File: src/rtl/uc_pkg.sv
/*
  Constants and carrier types for the FIFO serial controller.
  Assumes an AXI4-Lite master with 32-bit data; one register per word.
*/
`default_nettype none
package uc_pkg;
  // Bus
  localparam int unsigned ADDR_W = 12;
  localparam logic [1:0] RESP_OKAY = 2'h0;
  localparam logic [1:0] RESP_SLVERR = 2'h2;
  // Register indices; byte address is four times the index
  localparam logic [2:0] IDX_DATA = 3'h0;
  localparam logic [2:0] IDX_INT_ENABLE = 3'h1;
  localparam logic [2:0] IDX_FIFO_CONTROL = 3'h2;
  localparam logic [2:0] IDX_LINE_CONTROL = 3'h3;
  localparam logic [2:0] IDX_MODEM_CONTROL = 3'h4;
  localparam logic [2:0] IDX_LINE_STATUS = 3'h5;
  localparam logic [2:0] IDX_MODEM_STATUS = 3'h6;
  localparam logic [2:0] IDX_SCRATCH = 3'h7;
  // Field positions
  localparam int unsigned FIFO_ENABLE_BIT = 0;
  localparam int unsigned RX_CLEAR_BIT = 1;
  localparam int unsigned TX_CLEAR_BIT = 2;
  localparam int unsigned DMA_MODE_BIT = 3;
  localparam int unsigned TRIGGER_LSB = 6;
  localparam int unsigned DIVISOR_ACCESS_BIT = 7;
  localparam int unsigned AUX_OUTPUT_TWO_BIT = 3;
  localparam int unsigned IE_RX_BIT = 0;
  localparam int unsigned IE_THRE_BIT = 1;
  localparam int unsigned IE_LINE_BIT = 2;
  localparam int unsigned IE_MODEM_BIT = 3;
  // Reset value of every control register
  localparam logic [7:0] REG_RESET = 8'h00;
  // Interrupt identification codes, low nibble
  localparam logic [3:0] ID_NONE = 4'h1;
  localparam logic [3:0] ID_LINE = 4'h6;
  localparam logic [3:0] ID_RX_DATA = 4'h4;
  localparam logic [3:0] ID_TIMEOUT = 4'hC;
  localparam logic [3:0] ID_THRE = 4'h2;
  localparam logic [3:0] ID_MODEM = 4'h0;
  localparam logic [1:0] ID_FIFO_MARK = 2'h3;
  // FIFO sizing and receive trigger levels
  localparam int unsigned FIFO_DEPTH = 16;
  localparam int unsigned CNT_W = 5;
  localparam logic [4:0] TRIG_LEVEL_0 = 5'h01;
  localparam logic [4:0] TRIG_LEVEL_1 = 5'h04;
  localparam logic [4:0] TRIG_LEVEL_2 = 5'h08;
  localparam logic [4:0] TRIG_LEVEL_3 = 5'h0E;
  // Receive idle timeout in character times
  localparam int unsigned TIMEOUT_CHARS = 4;
  localparam logic [2:0] TIMEOUT_LAST = 3'(TIMEOUT_CHARS - 1);

  typedef struct packed {
    logic awvalid;
    logic [ADDR_W-1:0] awaddr;
    logic wvalid;
    logic [31:0] wdata;
    logic [3:0] wstrb;
    logic bready;
    logic arvalid;
    logic [ADDR_W-1:0] araddr;
    logic rready;
  } uc_axi_req_s;

  typedef struct packed {
    logic awready;
    logic wready;
    logic bvalid;
    logic [1:0] bresp;
    logic arready;
    logic rvalid;
    logic [31:0] rdata;
    logic [1:0] rresp;
  } uc_axi_rsp_s;
endpackage
`default_nettype wire

File: src/rtl/uc_fifo_uart_ctl.sv
/*
  FIFO-mode control, interrupt and DMA request logic of a serial
  transceiver, with its register file on AXI4-Lite.
  Assumes the shift logic supplies received bytes, one tick per
  character time, and drains the transmit FIFO.
*/
// Chosen here: the AXI4-Lite interface to the registers and the register offsets.
`default_nettype none
// Operation
// - Reset state matches legacy non-FIFO register behaviour.
// - FIFOs stay disabled until software enables them.
// - Idle delay raises receive interrupt below trigger.
// - Provide receive and transmit DMA request outputs.
// - Enable register low four bits enable sources.
// - Modem control bit 3 drives auxiliary output.
// - Interrupt output is a level, not pulse.
// - Interrupt stays high while any enabled source is pending.
// - Divisor access bit redirects shared addresses.
// - Line control selects bits, stops and parity.
// - FIFO control bits 7:6 select trigger level.
// - FIFO control bits 5:4 have no effect.
// - FIFO control bit 3 selects DMA mode.
// - Bits 2 and 1 clear transmit, receive FIFO.
// - Enabling FIFOs clears both FIFOs automatically.
// - Identification bits 7:6 read ones in FIFO mode.
// - Status reads clear line and modem indications.
// - Trigger levels 1,4,8,14; FIFO holds sixteen.
// - Timeout after four idle character times.
// - Single mode: requests follow empty state.
// - Multi mode: receive on trigger or timeout until empty; transmit until full.
module uc_fifo_uart_ctl
  import uc_pkg::*;
(
  // Clock and reset
  input wire logic clock,
  input wire logic resetn,
  // Register bus
  input wire uc_axi_req_s axiReq,
  output uc_axi_rsp_s axiRsp,
  // Receiver side
  input wire logic rxCharValid,
  input wire logic [7:0] rxChar,
  input wire logic [2:0] rxLineErr,
  input wire logic charTick,
  // Transmitter side
  output logic txCharValid,
  output logic [7:0] txChar,
  input wire logic txCharTake,
  input wire logic txShiftBusy,
  // Modem lines
  input wire logic [3:0] modemLines,
  input wire logic [3:0] modemDelta,
  // Configuration to the serial logic
  output logic [15:0] divisor,
  output logic [6:0] lineControl,
  output logic [4:0] modemControl,
  // System outputs
  output logic auxOutputTwo,
  output logic irqOutput,
  output logic rxDmaRequest,
  output logic txDmaRequest
);
  typedef struct packed {
    logic awHave;
    logic [ADDR_W-1:0] awAddr;
    logic wHave;
    logic [7:0] wData;
    logic wStrb0;
    logic bvalid;
    logic [1:0] bresp;
    logic rvalid;
    logic [7:0] rData;
    logic [1:0] rresp;
    logic [3:0] ier;
    logic [7:0] lcr;
    logic [4:0] mcr;
    logic [7:0] scr;
    logic [15:0] div;
    logic fifoEn;
    logic dmaMode;
    logic [1:0] trig;
    logic overrun;
    logic [2:0] lineErr;
    logic [3:0] delta;
    logic threPend;
    logic txWasEmpty;
    logic [2:0] tmoCnt;
    logic tmoPend;
    logic rxHold;
    logic rxReq;
    logic txReq;
    logic irq;
  } uc_ctl_state_s;
  uc_ctl_state_s s_q, n;

  logic awTake, wTake, arTake, doWrite, wrMapped, rdMapped, wrEn, divisor_access_bit;
  logic [2:0] wrIdx, rdIdx;
  logic thrWr, ierWr, fcWr, mcrWr, rbrRd, iirRd, lsrRd, msrRd;
  logic fifoSwitch, rxFlush, txFlush, rxPop, txPop, rxOvfSet;
  logic rxFull, rxEmpty, txFull, txEmpty, dmaMulti, rxDataPend, linePend;
  logic [CNT_W-1:0] rxCount, txCount;
  logic [7:0] rxHead, rdVal, iirVal, lsrVal;
  logic [4:0] trigLevel;
  logic [3:0] iirCode;

  // Bus handshakes; one write and one read outstanding at a time
  assign axiRsp.awready = !s_q.awHave && !s_q.bvalid;
  assign axiRsp.wready = !s_q.wHave && !s_q.bvalid;
  assign axiRsp.arready = !s_q.rvalid;
  assign axiRsp.bvalid = s_q.bvalid;
  assign axiRsp.bresp = s_q.bresp;
  assign axiRsp.rvalid = s_q.rvalid;
  assign axiRsp.rdata = {24'h000000, s_q.rData};
  assign axiRsp.rresp = s_q.rresp;
  assign awTake = axiReq.awvalid && axiRsp.awready;
  assign wTake = axiReq.wvalid && axiRsp.wready;
  assign arTake = axiReq.arvalid && axiRsp.arready;
  assign doWrite = s_q.awHave && s_q.wHave;
  assign wrIdx = s_q.awAddr[4:2];
  assign rdIdx = axiReq.araddr[4:2];
  assign wrMapped = (s_q.awAddr[ADDR_W-1:5] == '0);
  assign rdMapped = (axiReq.araddr[ADDR_W-1:5] == '0);
  // Only byte lane 0 carries register data
  assign wrEn = doWrite && wrMapped && s_q.wStrb0;
  assign divisor_access_bit = s_q.lcr[DIVISOR_ACCESS_BIT];

  // Register decode; the divisor bytes hide data and enables
  assign thrWr = wrEn && (wrIdx == IDX_DATA) && !divisor_access_bit;
  assign ierWr = wrEn && (wrIdx == IDX_INT_ENABLE) && !divisor_access_bit;
  assign fcWr = wrEn && (wrIdx == IDX_FIFO_CONTROL);
  assign mcrWr = wrEn && (wrIdx == IDX_MODEM_CONTROL);
  assign rbrRd = arTake && rdMapped && (rdIdx == IDX_DATA) && !divisor_access_bit;
  assign iirRd = arTake && rdMapped && (rdIdx == IDX_FIFO_CONTROL);
  assign lsrRd = arTake && rdMapped && (rdIdx == IDX_LINE_STATUS);
  assign msrRd = arTake && rdMapped && (rdIdx == IDX_MODEM_STATUS);

  // Mode change flushes both; clear bits act only with bit 0 set
  assign fifoSwitch = fcWr &&
    (s_q.wData[FIFO_ENABLE_BIT] != s_q.fifoEn);
  assign rxFlush = fifoSwitch || (fcWr && s_q.wData[FIFO_ENABLE_BIT] &&
    s_q.wData[RX_CLEAR_BIT]);
  assign txFlush = fifoSwitch || (fcWr && s_q.wData[FIFO_ENABLE_BIT] &&
    s_q.wData[TX_CLEAR_BIT]);
  assign rxPop = rbrRd;
  assign txPop = txCharTake;
  assign rxOvfSet = rxCharValid && rxFull && !(rxPop && !rxEmpty);

  // Disabled FIFOs act as one-byte holding registers
  uc_byte_fifo #(.WIDTH(8), .DEPTH(FIFO_DEPTH), .CW(CNT_W)) u_rx_fifo (
    .clock(clock),
    .resetn(resetn),
    .flush(rxFlush),
    .oneDeep(!s_q.fifoEn),
    .push(rxCharValid),
    .pushData(rxChar),
    .pop(rxPop),
    .popData(rxHead),
    .count(rxCount),
    .full(rxFull),
    .empty(rxEmpty)
  );

  uc_byte_fifo #(.WIDTH(8), .DEPTH(FIFO_DEPTH), .CW(CNT_W)) u_tx_fifo (
    .clock(clock),
    .resetn(resetn),
    .flush(txFlush),
    .oneDeep(!s_q.fifoEn),
    .push(thrWr),
    .pushData(s_q.wData),
    .pop(txPop),
    .popData(txChar),
    .count(txCount),
    .full(txFull),
    .empty(txEmpty)
  );

  always_comb begin
    unique case (s_q.trig)
      2'h0: trigLevel = TRIG_LEVEL_0;
      2'h1: trigLevel = TRIG_LEVEL_1;
      2'h2: trigLevel = TRIG_LEVEL_2;
      2'h3: trigLevel = TRIG_LEVEL_3;
    endcase
  end

  assign dmaMulti = s_q.fifoEn && s_q.dmaMode;
  assign rxDataPend = s_q.fifoEn ? (rxCount >= trigLevel) : !rxEmpty;
  assign linePend = s_q.overrun || (s_q.lineErr != '0);

  // Highest priority source among the enabled ones
  always_comb begin
    if (s_q.ier[IE_LINE_BIT] && linePend) begin
      iirCode = ID_LINE;
    end else if (s_q.ier[IE_RX_BIT] && rxDataPend) begin
      iirCode = ID_RX_DATA;
    end else if (s_q.ier[IE_RX_BIT] && s_q.tmoPend) begin
      iirCode = ID_TIMEOUT;
    end else if (s_q.ier[IE_THRE_BIT] && s_q.threPend) begin
      iirCode = ID_THRE;
    end else if (s_q.ier[IE_MODEM_BIT] && (s_q.delta != '0)) begin
      iirCode = ID_MODEM;
    end else begin
      iirCode = ID_NONE;
    end
    iirVal = {(s_q.fifoEn ? ID_FIFO_MARK : 2'h0), 2'h0, iirCode};
  end

  assign lsrVal = {s_q.fifoEn && (s_q.lineErr != '0),
    txEmpty && !txShiftBusy, txEmpty, s_q.lineErr, s_q.overrun, !rxEmpty};

  always_comb begin
    unique case (rdIdx)
      IDX_DATA: rdVal = divisor_access_bit ? s_q.div[7:0] : rxHead;
      IDX_INT_ENABLE: rdVal = divisor_access_bit ? s_q.div[15:8] : {4'h0, s_q.ier};
      IDX_FIFO_CONTROL: rdVal = iirVal;
      IDX_LINE_CONTROL: rdVal = s_q.lcr;
      IDX_MODEM_CONTROL: rdVal = {3'h0, s_q.mcr};
      IDX_LINE_STATUS: rdVal = lsrVal;
      IDX_MODEM_STATUS: rdVal = {modemLines, s_q.delta};
      IDX_SCRATCH: rdVal = s_q.scr;
    endcase
  end

  always_comb begin
    n = s_q;
    // Write channel
    if (awTake) begin
      n.awHave = 1'b1;
      n.awAddr = axiReq.awaddr;
    end
    if (wTake) begin
      n.wHave = 1'b1;
      n.wData = axiReq.wdata[7:0];
      n.wStrb0 = axiReq.wstrb[0];
    end
    if (doWrite) begin
      n.awHave = 1'b0;
      n.wHave = 1'b0;
      n.bvalid = 1'b1;
      n.bresp = wrMapped ? RESP_OKAY : RESP_SLVERR;
    end else if (s_q.bvalid && axiReq.bready) begin
      n.bvalid = 1'b0;
    end
    // Read channel; data is captured when the address is taken
    if (arTake) begin
      n.rvalid = 1'b1;
      n.rData = rdMapped ? rdVal : 8'h00;
      n.rresp = rdMapped ? RESP_OKAY : RESP_SLVERR;
    end else if (s_q.rvalid && axiReq.rready) begin
      n.rvalid = 1'b0;
    end
    // Plain registers
    if (ierWr) begin
      n.ier = s_q.wData[3:0];
    end
    if (wrEn && divisor_access_bit && (wrIdx == IDX_DATA)) begin
      n.div[7:0] = s_q.wData;
    end
    if (wrEn && divisor_access_bit && (wrIdx == IDX_INT_ENABLE)) begin
      n.div[15:8] = s_q.wData;
    end
    if (wrEn && (wrIdx == IDX_LINE_CONTROL)) begin
      n.lcr = s_q.wData;
    end
    if (mcrWr) begin
      n.mcr = s_q.wData[4:0];
    end
    if (wrEn && (wrIdx == IDX_SCRATCH)) begin
      n.scr = s_q.wData;
    end
    // Other bits change only while bit 0 is written set; 5:4 unused
    if (fcWr) begin
      n.fifoEn = s_q.wData[FIFO_ENABLE_BIT];
      if (s_q.wData[FIFO_ENABLE_BIT]) begin
        n.dmaMode = s_q.wData[DMA_MODE_BIT];
        n.trig = s_q.wData[TRIGGER_LSB +: 2];
      end
    end
    // Status reads clear, but a new event in the same cycle wins
    if (lsrRd) begin
      n.overrun = 1'b0;
      n.lineErr = 3'h0;
    end
    if (rxOvfSet) begin
      n.overrun = 1'b1;
    end
    if (rxCharValid && !rxOvfSet) begin
      n.lineErr = n.lineErr | rxLineErr;
    end
    if (msrRd) begin
      n.delta = 4'h0;
    end
    n.delta = n.delta | modemDelta;
    // Transmit empty indication: cleared by a write or by reading it
    if (thrWr || (iirRd && (iirCode == ID_THRE))) begin
      n.threPend = 1'b0;
    end
    if ((txEmpty && !s_q.txWasEmpty) || (ierWr && txEmpty &&
        s_q.wData[IE_THRE_BIT] && !s_q.ier[IE_THRE_BIT])) begin
      n.threPend = 1'b1;
    end
    n.txWasEmpty = txEmpty;
    // Idle timeout; any access to the receive FIFO restarts it
    if (!s_q.fifoEn || rxEmpty || rxCharValid || rxPop || rxFlush) begin
      n.tmoCnt = 3'h0;
      n.tmoPend = 1'b0;
    end else if (charTick && !s_q.tmoPend) begin
      if (s_q.tmoCnt == TIMEOUT_LAST) begin
        n.tmoCnt = 3'h0;
        n.tmoPend = 1'b1;
      end else begin
        n.tmoCnt = s_q.tmoCnt + 3'h1;
      end
    end
    // Multi-transfer receive request holds until the FIFO drains
    if (rxEmpty) begin
      n.rxHold = 1'b0;
    end else if (rxDataPend || s_q.tmoPend) begin
      n.rxHold = 1'b1;
    end
    n.rxReq = dmaMulti ? n.rxHold : !rxEmpty;
    n.txReq = dmaMulti ? !txFull : txEmpty;
    // Level output; an edge controller needs from the host
    n.irq = (iirCode != ID_NONE);
  end

  // All-zero reset gives the legacy non-FIFO register state
  always_ff @(posedge clock or negedge resetn) begin
    if (!resetn) begin
      s_q <= '0;
    end else begin
      s_q <= n;
    end
  end

  assign txCharValid = !txEmpty;
  assign divisor = s_q.div;
  assign lineControl = s_q.lcr[6:0];
  assign modemControl = s_q.mcr;
  assign auxOutputTwo = s_q.mcr[AUX_OUTPUT_TWO_BIT];
  assign irqOutput = s_q.irq;
  assign rxDmaRequest = s_q.rxReq;
  assign txDmaRequest = s_q.txReq;

  a_irq_level: assert property (@(posedge clock) disable iff (!resetn)
    (iirCode != ID_NONE) |=> irqOutput)
    else $error("interrupt level missing while a source is pending");
  a_irq_held: assert property (@(posedge clock) disable iff (!resetn)
    irqOutput && (iirCode != ID_NONE) |=> irqOutput && !$fell(irqOutput))
    else $error("interrupt output dropped while still pending");
  a_fifo_stay_off: assert property (@(posedge clock) disable iff (!resetn)
    !s_q.fifoEn && !fcWr |=> !s_q.fifoEn)
    else $error("FIFOs enabled without a control write");
  a_enable_clears: assert property (@(posedge clock) disable iff (!resetn)
    fcWr && s_q.wData[0] && !s_q.fifoEn |-> rxFlush && txFlush
    ##1 rxEmpty && txEmpty)
    else $error("enabling FIFOs did not clear them");
  a_fifo_mark: assert property (@(posedge clock) disable iff (!resetn)
    iirRd && s_q.fifoEn |=> axiRsp.rdata[7:6] == 2'h3)
    else $error("identification bits not set in FIFO mode");
  a_divisor_route: assert property (@(posedge clock) disable iff (!resetn)
    arTake && rdMapped && rdIdx == IDX_DATA && divisor_access_bit
    |=> axiRsp.rdata[7:0] == $past(s_q.div[7:0]))
    else $error("divisor low byte not returned under access bit");
  a_timeout_fire: assert property (@(posedge clock) disable iff (!resetn)
    s_q.fifoEn && !rxEmpty && charTick && s_q.tmoCnt == TIMEOUT_LAST &&
    !rxCharValid && !rxPop && !rxFlush |=> s_q.tmoPend)
    else $error("receive timeout did not fire after four ticks");
  a_single_dma: assert property (@(posedge clock) disable iff (!resetn)
    !dmaMulti |=> rxDmaRequest == !$past(rxEmpty) &&
    txDmaRequest == $past(txEmpty))
    else $error("single-transfer DMA requests wrong");
  a_multi_tx_dma: assert property (@(posedge clock) disable iff (!resetn)
    dmaMulti |=> txDmaRequest == !$past(txFull))
    else $error("multi-transfer transmit request wrong");
  a_trigger_max: assert property (@(posedge clock) disable iff (!resetn)
    s_q.fifoEn && s_q.trig == 2'h3 && rxCount == 5'h0E && !s_q.tmoPend
    |-> rxDataPend)
    else $error("fourteen bytes did not reach the top trigger");
  a_aux_follow: assert property (@(posedge clock) disable iff (!resetn)
    mcrWr |=> auxOutputTwo == $past(s_q.wData[3]))
    else $error("auxiliary output did not follow modem control");
  a_status_clear: assert property (@(posedge clock) disable iff (!resetn)
    lsrRd && !rxOvfSet && !rxCharValid |=> !s_q.overrun &&
    s_q.lineErr == 3'h0)
    else $error("line status read did not clear indications");
  a_dma_mode_zero: assert property (@(posedge clock) disable iff (!resetn)
    fcWr && s_q.wData[0] && !s_q.wData[3] |=> !dmaMulti)
    else $error("DMA mode bit zero did not select mode 0");
  a_enable_all: assert property (@(posedge clock) disable iff (!resetn)
    ierWr && s_q.wData[3:0] == 4'hF |=> s_q.ier == 4'hF)
    else $error("writing 0F did not enable all sources");

  c_fifo_on: cover property (@(posedge clock) disable iff (!resetn)
    $rose(s_q.fifoEn));
  c_timeout: cover property (@(posedge clock) disable iff (!resetn)
    $rose(s_q.tmoPend));
  c_multi_rx: cover property (@(posedge clock) disable iff (!resetn)
    dmaMulti && $rose(rxDmaRequest));
  c_irq_rise: cover property (@(posedge clock) disable iff (!resetn)
    $rose(irqOutput));
endmodule // uc_fifo_uart_ctl
`default_nettype wire

File: src/rtl/uc_byte_fifo.sv
/*
  Small synchronous FIFO with flush and a one-entry mode.
  Assumes DEPTH is a power of two so the pointers wrap by themselves.
*/
`default_nettype none
module uc_byte_fifo #(
  parameter int unsigned WIDTH = 8,
  parameter int unsigned DEPTH = 16,
  parameter int unsigned CW = 5
) (
  // Clock and reset
  input wire logic clock,
  input wire logic resetn,
  // Control
  input wire logic flush,
  input wire logic oneDeep,
  // Fill side
  input wire logic push,
  input wire logic [WIDTH-1:0] pushData,
  // Drain side
  input wire logic pop,
  output logic [WIDTH-1:0] popData,
  // Level
  output logic [CW-1:0] count,
  output logic full,
  output logic empty
);
  localparam int unsigned PW = $clog2(DEPTH);
  typedef struct packed {
    logic [DEPTH-1:0][WIDTH-1:0] mem;
    logic [PW-1:0] wp;
    logic [PW-1:0] rp;
    logic [CW-1:0] cnt;
  } uc_fifo_state_s;
  uc_fifo_state_s s_q, s_d;
  logic doPush, doPop;

  // One-entry mode behaves like a plain holding register
  assign full = oneDeep ? (s_q.cnt != '0) : (s_q.cnt == CW'(DEPTH));
  assign empty = (s_q.cnt == '0);
  assign count = s_q.cnt;
  assign popData = s_q.mem[s_q.rp];
  assign doPop = pop && !empty;
  assign doPush = push && (!full || doPop);

  always_comb begin
    s_d = s_q;
    if (flush) begin
      // Flush wins over a push in the same cycle
      s_d.wp = '0;
      s_d.rp = '0;
      s_d.cnt = '0;
    end else begin
      if (doPush) begin
        s_d.mem[s_q.wp] = pushData;
        s_d.wp = s_q.wp + 1'b1;
      end
      if (doPop) begin
        s_d.rp = s_q.rp + 1'b1;
      end
      if (doPush && !doPop) begin
        s_d.cnt = s_q.cnt + 1'b1;
      end else if (doPop && !doPush) begin
        s_d.cnt = s_q.cnt - 1'b1;
      end
    end
  end

  always_ff @(posedge clock or negedge resetn) begin
    if (!resetn) begin
      s_q <= '0;
    end else begin
      s_q <= s_d;
    end
  end
endmodule // uc_byte_fifo
`default_nettype wire

File: config.mk
export PLATFORM = sky130hd
export DESIGN_NAME = uc_fifo_uart_ctl
export DESIGN_NICKNAME = d
export VERILOG_FILES = /design/src/rtl/uc_pkg.sv /design/src/rtl/uc_fifo_uart_ctl.sv /design/src/rtl/uc_byte_fifo.sv
export SDC_FILE = /design/constraint.sdc
export NUM_CORES = 1
export LEC_CHECK = 0
export BUFFER_PORTS_ARGS = -buffer_cell sky130_fd_sc_hd__buf_2
export CAP_MARGIN = 20
export CELL_PAD_IN_SITES_DETAIL_PLACEMENT = 1
export CELL_PAD_IN_SITES_GLOBAL_PLACEMENT = 1
export CORE_MARGIN = 2
export CORE_UTILIZATION = 45
export DETAILED_ROUTE_END_ITERATION = 12
export GPL_ROUTABILITY_DRIVEN = 0
export GPL_TIMING_DRIVEN = 0
export PLACE_DENSITY = 0.81
export SYNTH_ARGS = -nofsm -noshare
export SYNTH_HDL_FRONTEND = slang
export SYNTH_SLANG_ARGS = --single-unit
File: constraint.sdc
create_clock -name clock -period 3.7 [get_ports clock]
set_input_delay 0.74 -clock clock [delete_from_list [all_inputs] [get_ports clock]]
set_output_delay 0.74 -clock clock [all_outputs]
set_load 0.02 [all_outputs]
==> impl_metrics.py, run 1 <==
metrics = {
    "synthesis": {
        "synth_largest_area_cell": "dfrtp_1",
        "avgSynthCellArea_um2": 13.50,
        "synthMuxAreaShare_pct": 30.14,
        "synth_top_area_share_pct": 51.30,
        "seq_area_frac_synth_pct": 51.30,
        "synth_compound_area_share_pct": 4.329,
        "synth_area_leaders": "dfrtp_1, mux2_2, mux4_2",
        "synth-seq-cells": 378,
        "syn_inst": 1366,
        "synthAdderAreaFrac_pct": 1.642,
        "synth_edf_count": 0,
        "synth_warnings": 0,
        "synth_cell_types": 69,
        "yosysMostFrequentCell": "dfrtp_1",
        "synth_top_family_by_area": "multiplexers",
        "syn_area_um2": 18440,
        "async_reset_ff_share_pct": 100.0,
        "ys.flop_type": "dfrtp_1",
        "ys_top_cells_by_count": "dfrtp_1, mux2_2, mux4_2, nand2_1, buf_4",
        "yosys.area_share.simple_pct": 6.847,
        "synth-xor-area-share_pct": 0.8075,
    },
    "global_route": {
        "gr-total-overflow": 0,
        "antenna_found_initial": 1,
        "grt_pass1_vias": 13210,
        "grt_start_max_net_pins": 127,
        "grt_usage_pct": 25.86,
        "grt_first_pass_wirelength_mm": 81.68,
    },
    "die": {
        "boundaryPins": 172,
        "initial_core_util_pct": 45.36,
        "core_um2": 40650,
        "std_cell_rows": 74,
        "die_h_um": 206.4,
        "die_width_um": 206.4,
        "die_area_um2": 42610,
    },
    "worst_hold_path": {
        "hp-class": "input port to asynchronous set/reset pin",
    },
    "critical_path": {
        "crit_path_start_kind": "register",
        "required_ns": 2.96,
        "cp_max_fo": 10,
        "cp.arrival_ns": 2.87,
        "worstSetupEndpointType": "output port",
        "worstSetupPathType": "register to output port",
    },
    "place": {
        "place_area_um2": 19860,
        "io_buffers": 112,
        "dp_hpwl_mm": 37.12,
        "pre_cts_ws_ns": -0.3480,
    },
    "clock_tree": {
        "clock-sinks": 378,
        "cts_setup_buffers": 0,
        "cts_tree": "built",
        "cts_root_buf": "clkbuf_16",
        "cts_buffers": 42,
        "clkLatencyLatePin_ns": 0.59,
        "clock_path_buffers": 3,
        "htreeDepth": 2,
        "clk_pin_slew_worst_paths_ns": 0.06,
    },
    "power": {
        "total_leakage_power_nw": 10.24,
        "power_density_nw_per_um2": 568.4,
        "power_mw": 12.09,
        "max-vdd-ir-drop_uv": 486.8,
    },
    "finish": {
        "post-route-cell-area_um2": 21270,
        "area_delta_synth_final_pct": 15.36,
        "final_nets": 1665,
        "drive_gt1_share_pct": 43.24,
        "fillers": 4139,
        "final_util_pct": 52.33,
        "insertedDiodeCount": 0,
    },
    "sta": {
        "worst_pin_slew_ns": 1.159,
        "fin_worst_skew_ns": 0.02550,
        "whs_ns": 0.01070,
        "finalSetupViolCount": 0,
        "slew_viol_final": 0,
        "period_minus_slack_ns": 3.609,
        "hold_violations": 0,
        "max_freq_mhz": 277.1,
        "rsz0062_at_grt": "false",
        "period_share_pct": 97.53,
        "layout_setup_ws_ns": 0.09147,
        "max_slew_margin_pct": 22.31,
    },
    "routing": {
        "drt_iter0_markers": 680,
        "ant_nets": 0,
        "dr.pass1.iters": 5,
        "drc": 0,
        "viasPerCell": 5.707,
        "wl_mm": 53.31,
        "vias": 12080,
        "routedWlPerCell_um": 25.19,
    },
    "job": {
        "drv_cap": 0,
    },
    "outcome": {
        "status": "finished clean",
    },
}
[state kept, by name, indices dropped and copies added (netlist names)]
| name | count |
|---|---|
| u_tx_fifo.count | 5 |
| lineControl | 7 |
| u_tx_fifo.s_q | 136 |
| u_rx_fifo.count | 5 |
| modemControl | 5 |
| u_rx_fifo.s_q | 136 |
| divisor | 16 |
| s_q | 48 |
| lsrVal | 4 |
| axiRsp | 12 |
| irqOutput | 1 |
| rxDmaRequest | 1 |
| divisor_access_bit | 1 |
| txDmaRequest | 1 |
[repair_timing]
item,CTS,global route
hold buffers,0,0
setup endpoints to repair,8,8
resized for setup,14,3
endpoints found under the hold margin,0,0
[metal layers]
metal  wire (um)  up-vias  track usage (%)
li1            -     5233                -
met1       21920     6431            32.60
met2       26850      308            44.30
met3        2489      102            4.242
met4        2035        2            10.48
met5           8        -                0
[cell usage in the layout, fill, tap and decap left out, types with 10 or more instances in the layout]
cell type  Yosys  final
buf_1         16     12
o21ai_0       24     24
conb_1         1     26
buf_4         67     68
nand2b_1      10     10
inv_1         23     23
clkinv_2       0     12
mux2_1        10     10
nor3_1        11     11
nor2_1        58     58
mux2_2       308    308
nand2_1       70     70
nand3_1       13     13
ha_1          21     21
a21oi_1       29     29
mux4_2        74     74
mux2i_1       31     31
dfrtp_1      378    378
clkbuf_16      0     42
buf_2         13    124
clkbuf_1      51     54
[cell families after synthesis]
group                      after synthesis
DFF                                    378
xor gates and xnor gates                17
muxes                                  423
buffers and inverters                  170
and+or+nand+nor                        236
other                                    1
adders and majority gates               23
AOI/OAI and AO/OA                      118
[where the power goes]
part           switching, mW  internal [mW]  total (mW)
Clock                   1.77           2.47        4.23
Sequential             0.428           4.65        5.07
Combinational           1.67           1.12        2.78
Total                   3.86           8.23        12.1
[worst max-delay path, stage by stage, from the launching register on]
cell      delay, ns
dfrtp_1        0.36
clkbuf_2       0.31
clkbuf_4       0.36
mux4_2         0.59
mux4_2         0.49
buf_2          0.17
[final cells by class]
type | count | area [um2] | share of cell area [%]
flip-flops and latches | 378 | 9459 | 44.47
well taps | 532 | 665.6 | 3.129
repair buffers | 117 | 675.6 | 3.176
clock buffers | 57 | 1187 | 5.582
plain buffers | 147 | 837.1 | 3.935
inverters | 23 | 86.33 | 0.4059
clock inverters | 19 | 192.7 | 0.9058
multi-input cells | 843 | 8168 | 38.40
[through the flow]
step | cells | TNS [ns]
floorplan | 1391 | 0
finish | 2116 | 0
detailed placement | 2039 | -7.205
global route | 2116 | 0
global placement | 2035 | -2007.72
CTS | 2115 | 0
[path summary, 6_finish.rpt]
check                                                    start                        endpoint  slack (ns)  cells after the start
worst min register to register  u_tx_fifo.s_q[134]$_DFFE_PN0P_  u_tx_fifo.s_q[134]$_DFFE_PN0P_        0.49                      1
max in group asynchronous                               resetn   u_rx_fifo.s_q[90]$_DFFE_PN0P_        2.25                      3
worst max-delay path              u_tx_fifo.s_q[5]$_DFFE_PN0P_                       txChar[5]        0.09                      5
min in group clock                                  axiReq[14]          axiRsp[38]$_DFFE_PN0P_        0.36                      2
worst min-delay path                                    resetn             s_q[92]$_DFFE_PN0P_        0.01                      1
worst max register to register  u_tx_fifo.count[1]$_DFFE_PN0P_  u_tx_fifo.count[4]$_DFFE_PN0P_        0.30                     10
Note: power is estimated with default switching activity, not from simulation.
==> inputs of run 2 (changes only) <==
--- a/config.mk
+++ b/config.mk
@@ -14,7 +14,8 @@
 export DETAILED_ROUTE_END_ITERATION = 12
 export GPL_ROUTABILITY_DRIVEN = 0
 export GPL_TIMING_DRIVEN = 0
-export PLACE_DENSITY = 0.81
+export HOLD_SLACK_MARGIN = 0.15
+export PLACE_DENSITY_LB_ADDON = 0.1
 export SYNTH_ARGS = -nofsm -noshare
 export SYNTH_HDL_FRONTEND = slang
 export SYNTH_SLANG_ARGS = --single-unit
==> impl_metrics.py, run 2 (synthesis results as in run 1) <==
metrics = {
    "critical_path": {
        "cpPeakStageDelay_ns": 0.51,
        "worstSetupEndpointType": "output port",
        "crit_top_cell": "mux4_2",
        "required_ns": 2.96,
        "worstSetupPathType": "register to output port",
        "critPathSlowestCell": "mux4_2",
        "critPathTopFamily": "buffers and inverters",
        "worst-path-buf-inv": 3,
        "cp.arrival_ns": 2.86,
        "crit_path_start_kind": "register",
        "cp_max_fo": 10,
        "crit_chain": "buf_1 > clkbuf_2 > mux4_2 > mux4_2 > buf_2",
    },
    "sta": {
        "period_minus_slack_ns": 3.603,
        "max_slew_margin_pct": 23.98,
        "setup_tns_ns": 0,
        "rsz0062_at_grt": "false",
        "slew_viol_final": 0,
        "fin_worst_skew_ns": 0.02234,
        "worst_pin_slew_ns": 1.134,
        "layout_setup_ws_ns": 0.09658,
        "whs_ns": 0.1591,
        "max_freq_mhz": 277.5,
        "hold_violations": 0,
        "period_share_pct": 97.39,
        "finalSetupViolCount": 0,
    },
    "global_route": {
        "grt_usage_pct": 24.99,
        "gr-total-overflow": 0,
        "grt_first_pass_wirelength_mm": 78.41,
        "grt_start_max_net_pins": 114,
        "antenna_found_initial": 1,
        "grt_pass1_vias": 12580,
    },
    "power": {
        "power_mw": 12.42,
        "total_leakage_power_nw": 10.31,
        "p_seq_share_pct": 40.7,
        "clkPwrFrac_pct": 37.4,
        "max-vdd-ir-drop_uv": 368.0,
        "power.switching_mw": 3.793,
        "sw_frac_of_total_pct": 30.55,
        "power_frac_comb_pct": 21.9,
        "internal-power_mw": 8.624,
        "power_density_nw_per_um2": 579.1,
    },
    "finish": {
        "final_util_pct": 52.75,
        "area_delta_synth_final_pct": 16.29,
        "final_nets": 1665,
        "layout_common_cells": "dfrtp_1, mux2_2, buf_2",
        "final_common_cell": "dfrtp_1",
        "post-route-cell-area_um2": 21440,
        "layoutNonFillerInstCount": 2121,
        "drive_gt1_share_pct": 43.39,
        "top_regs": "u_rx_fifo.s_q: 136 flops, u_tx_fifo.s_q: 136 flops, s_q: 48 flops",
    },
    "routing": {
        "vias": 11840,
        "drt_iter0_markers": 685,
        "wl_mm": 51.53,
        "ant_nets": 0,
        "viasPerCell": 5.584,
        "drc": 0,
        "routedWlPerCell_um": 24.29,
        "dr.pass1.iters": 5,
    },
    "clock_tree": {
        "cts_root_buf": "clkbuf_16",
        "clock-sinks": 378,
        "clk_pin_slew_worst_paths_ns": 0.06,
        "postCtsHoldBufs": 0,
        "htreeDepth": 2,
        "cts_tree": "built",
        "clock_path_buffers": 3,
        "cts_setup_buffers": 0,
        "cts_buffers": 44,
        "clkLatencyLatePin_ns": 0.57,
    },
    "die": {
        "std_cell_rows": 74,
        "core_um2": 40650,
        "boundaryPins": 172,
        "die_h_um": 206.4,
        "die_width_um": 206.4,
        "die_area_um2": 42610,
        "initial_core_util_pct": 45.36,
    },
    "place": {
        "pre_cts_ws_ns": -0.2810,
        "io_buffers": 112,
        "place_area_um2": 19850,
        "dp_hpwl_mm": 35.99,
        "dp.cells": 2038,
    },
    "job": {
        "drv_cap": 0,
    },
    "outcome": {
        "status": "finished clean",
    },
    "worst_hold_path": {
        "hp-class": "input port to asynchronous set/reset pin",
    },
}
[run 2: cell types whose count changed in the layout (fill, tap and decap cells not counted), moves of 2 or more]
cell / previous run / this run
buf_6: 2 / 0
clkinv_2: 12 / 10
clkbuf_8: 8 / 12
bufinv_16: 3 / 5
inv_6: 3 / 1
clkbuf_16: 42 / 46
[run 2: routing by layer]
layer  global-route usage (%)  wire [um]  up-vias
met5                        0          0        -
met4                    8.061       1357        0
met3                    3.217       1779       77
met2                    42.02      25440      225
met1                    33.64      22950     6278
li1                         -          -     5264
[run 2: worst register-to-register path, delay by kind of cell, from the launching register on]
| kind | cells | cell delay [ns] |
|---|---|---|
| AO/OA/AOI/OAI | 1 | 0.35 |
| buffers and inverters | 1 | 0.31 |
| AND/OR/NAND/NOR | 3 | 1.62 |
| multiplexers | 2 | 0.63 |
| flip-flops | 1 | 0.44 |
[run 2: power groups by stage]
stage	registers (mW)	logic, mW	clock network (mW)
6_report	5.05	2.72	4.64
5_1_grt	5.14	2.98	4.91
4_1_cts	5.05	2.75	4.75
3_5_place_dp	5.12	2.71	0
3_3_place_gp	5.10	2.65	0
2_1_floorplan	4.97	1.86	0
[run 2: path summary, 6_finish.rpt]
check | to | slack [ns] | startpoint | cells after the start
setup reg to reg | u_rx_fifo.s_q[88]$_DFFE_PN0P_ | 0.23 | u_rx_fifo.count[1]$_DFFE_PN0P_ | 7
hold / removal | s_q[91]$_DFFE_PN0P_ | 0.16 | resetn | 1
hold reg to reg | u_tx_fifo.s_q[134]$_DFFE_PN0P_ | 0.48 | u_tx_fifo.s_q[134]$_DFFE_PN0P_ | 1
setup / recovery | txChar[1] | 0.1 | u_tx_fifo.s_q[6]$_DFFE_PN0P_ | 5
min in group clock | axiRsp[34]$_DFFE_PN0P_ | 0.35 | axiReq[0] | 2
max in group asynchronous | u_rx_fifo.s_q[104]$_DFFE_PN0P_ | 2.51 | resetn | 2
[run 2: final cells by class]
class / count / area [um2]
Fill cell: 4117 / 19200
Clock buffer: 64 / 1339
Buffer: 147 / 835.8
Tap cell: 532 / 665.6
Inverter: 23 / 86.33
Sequential cell: 378 / 9459
Clock inverter: 18 / 232.7
Antenna cell: 1 / 2.502
Multi-Input combinational cell: 843 / 8168
Timing Repair Buffer: 115 / 653.1
[run 2: timing repair]
item                       CTS  global route
cloned                       0             0
resized for setup           17             2
setup endpoints to repair    8             6
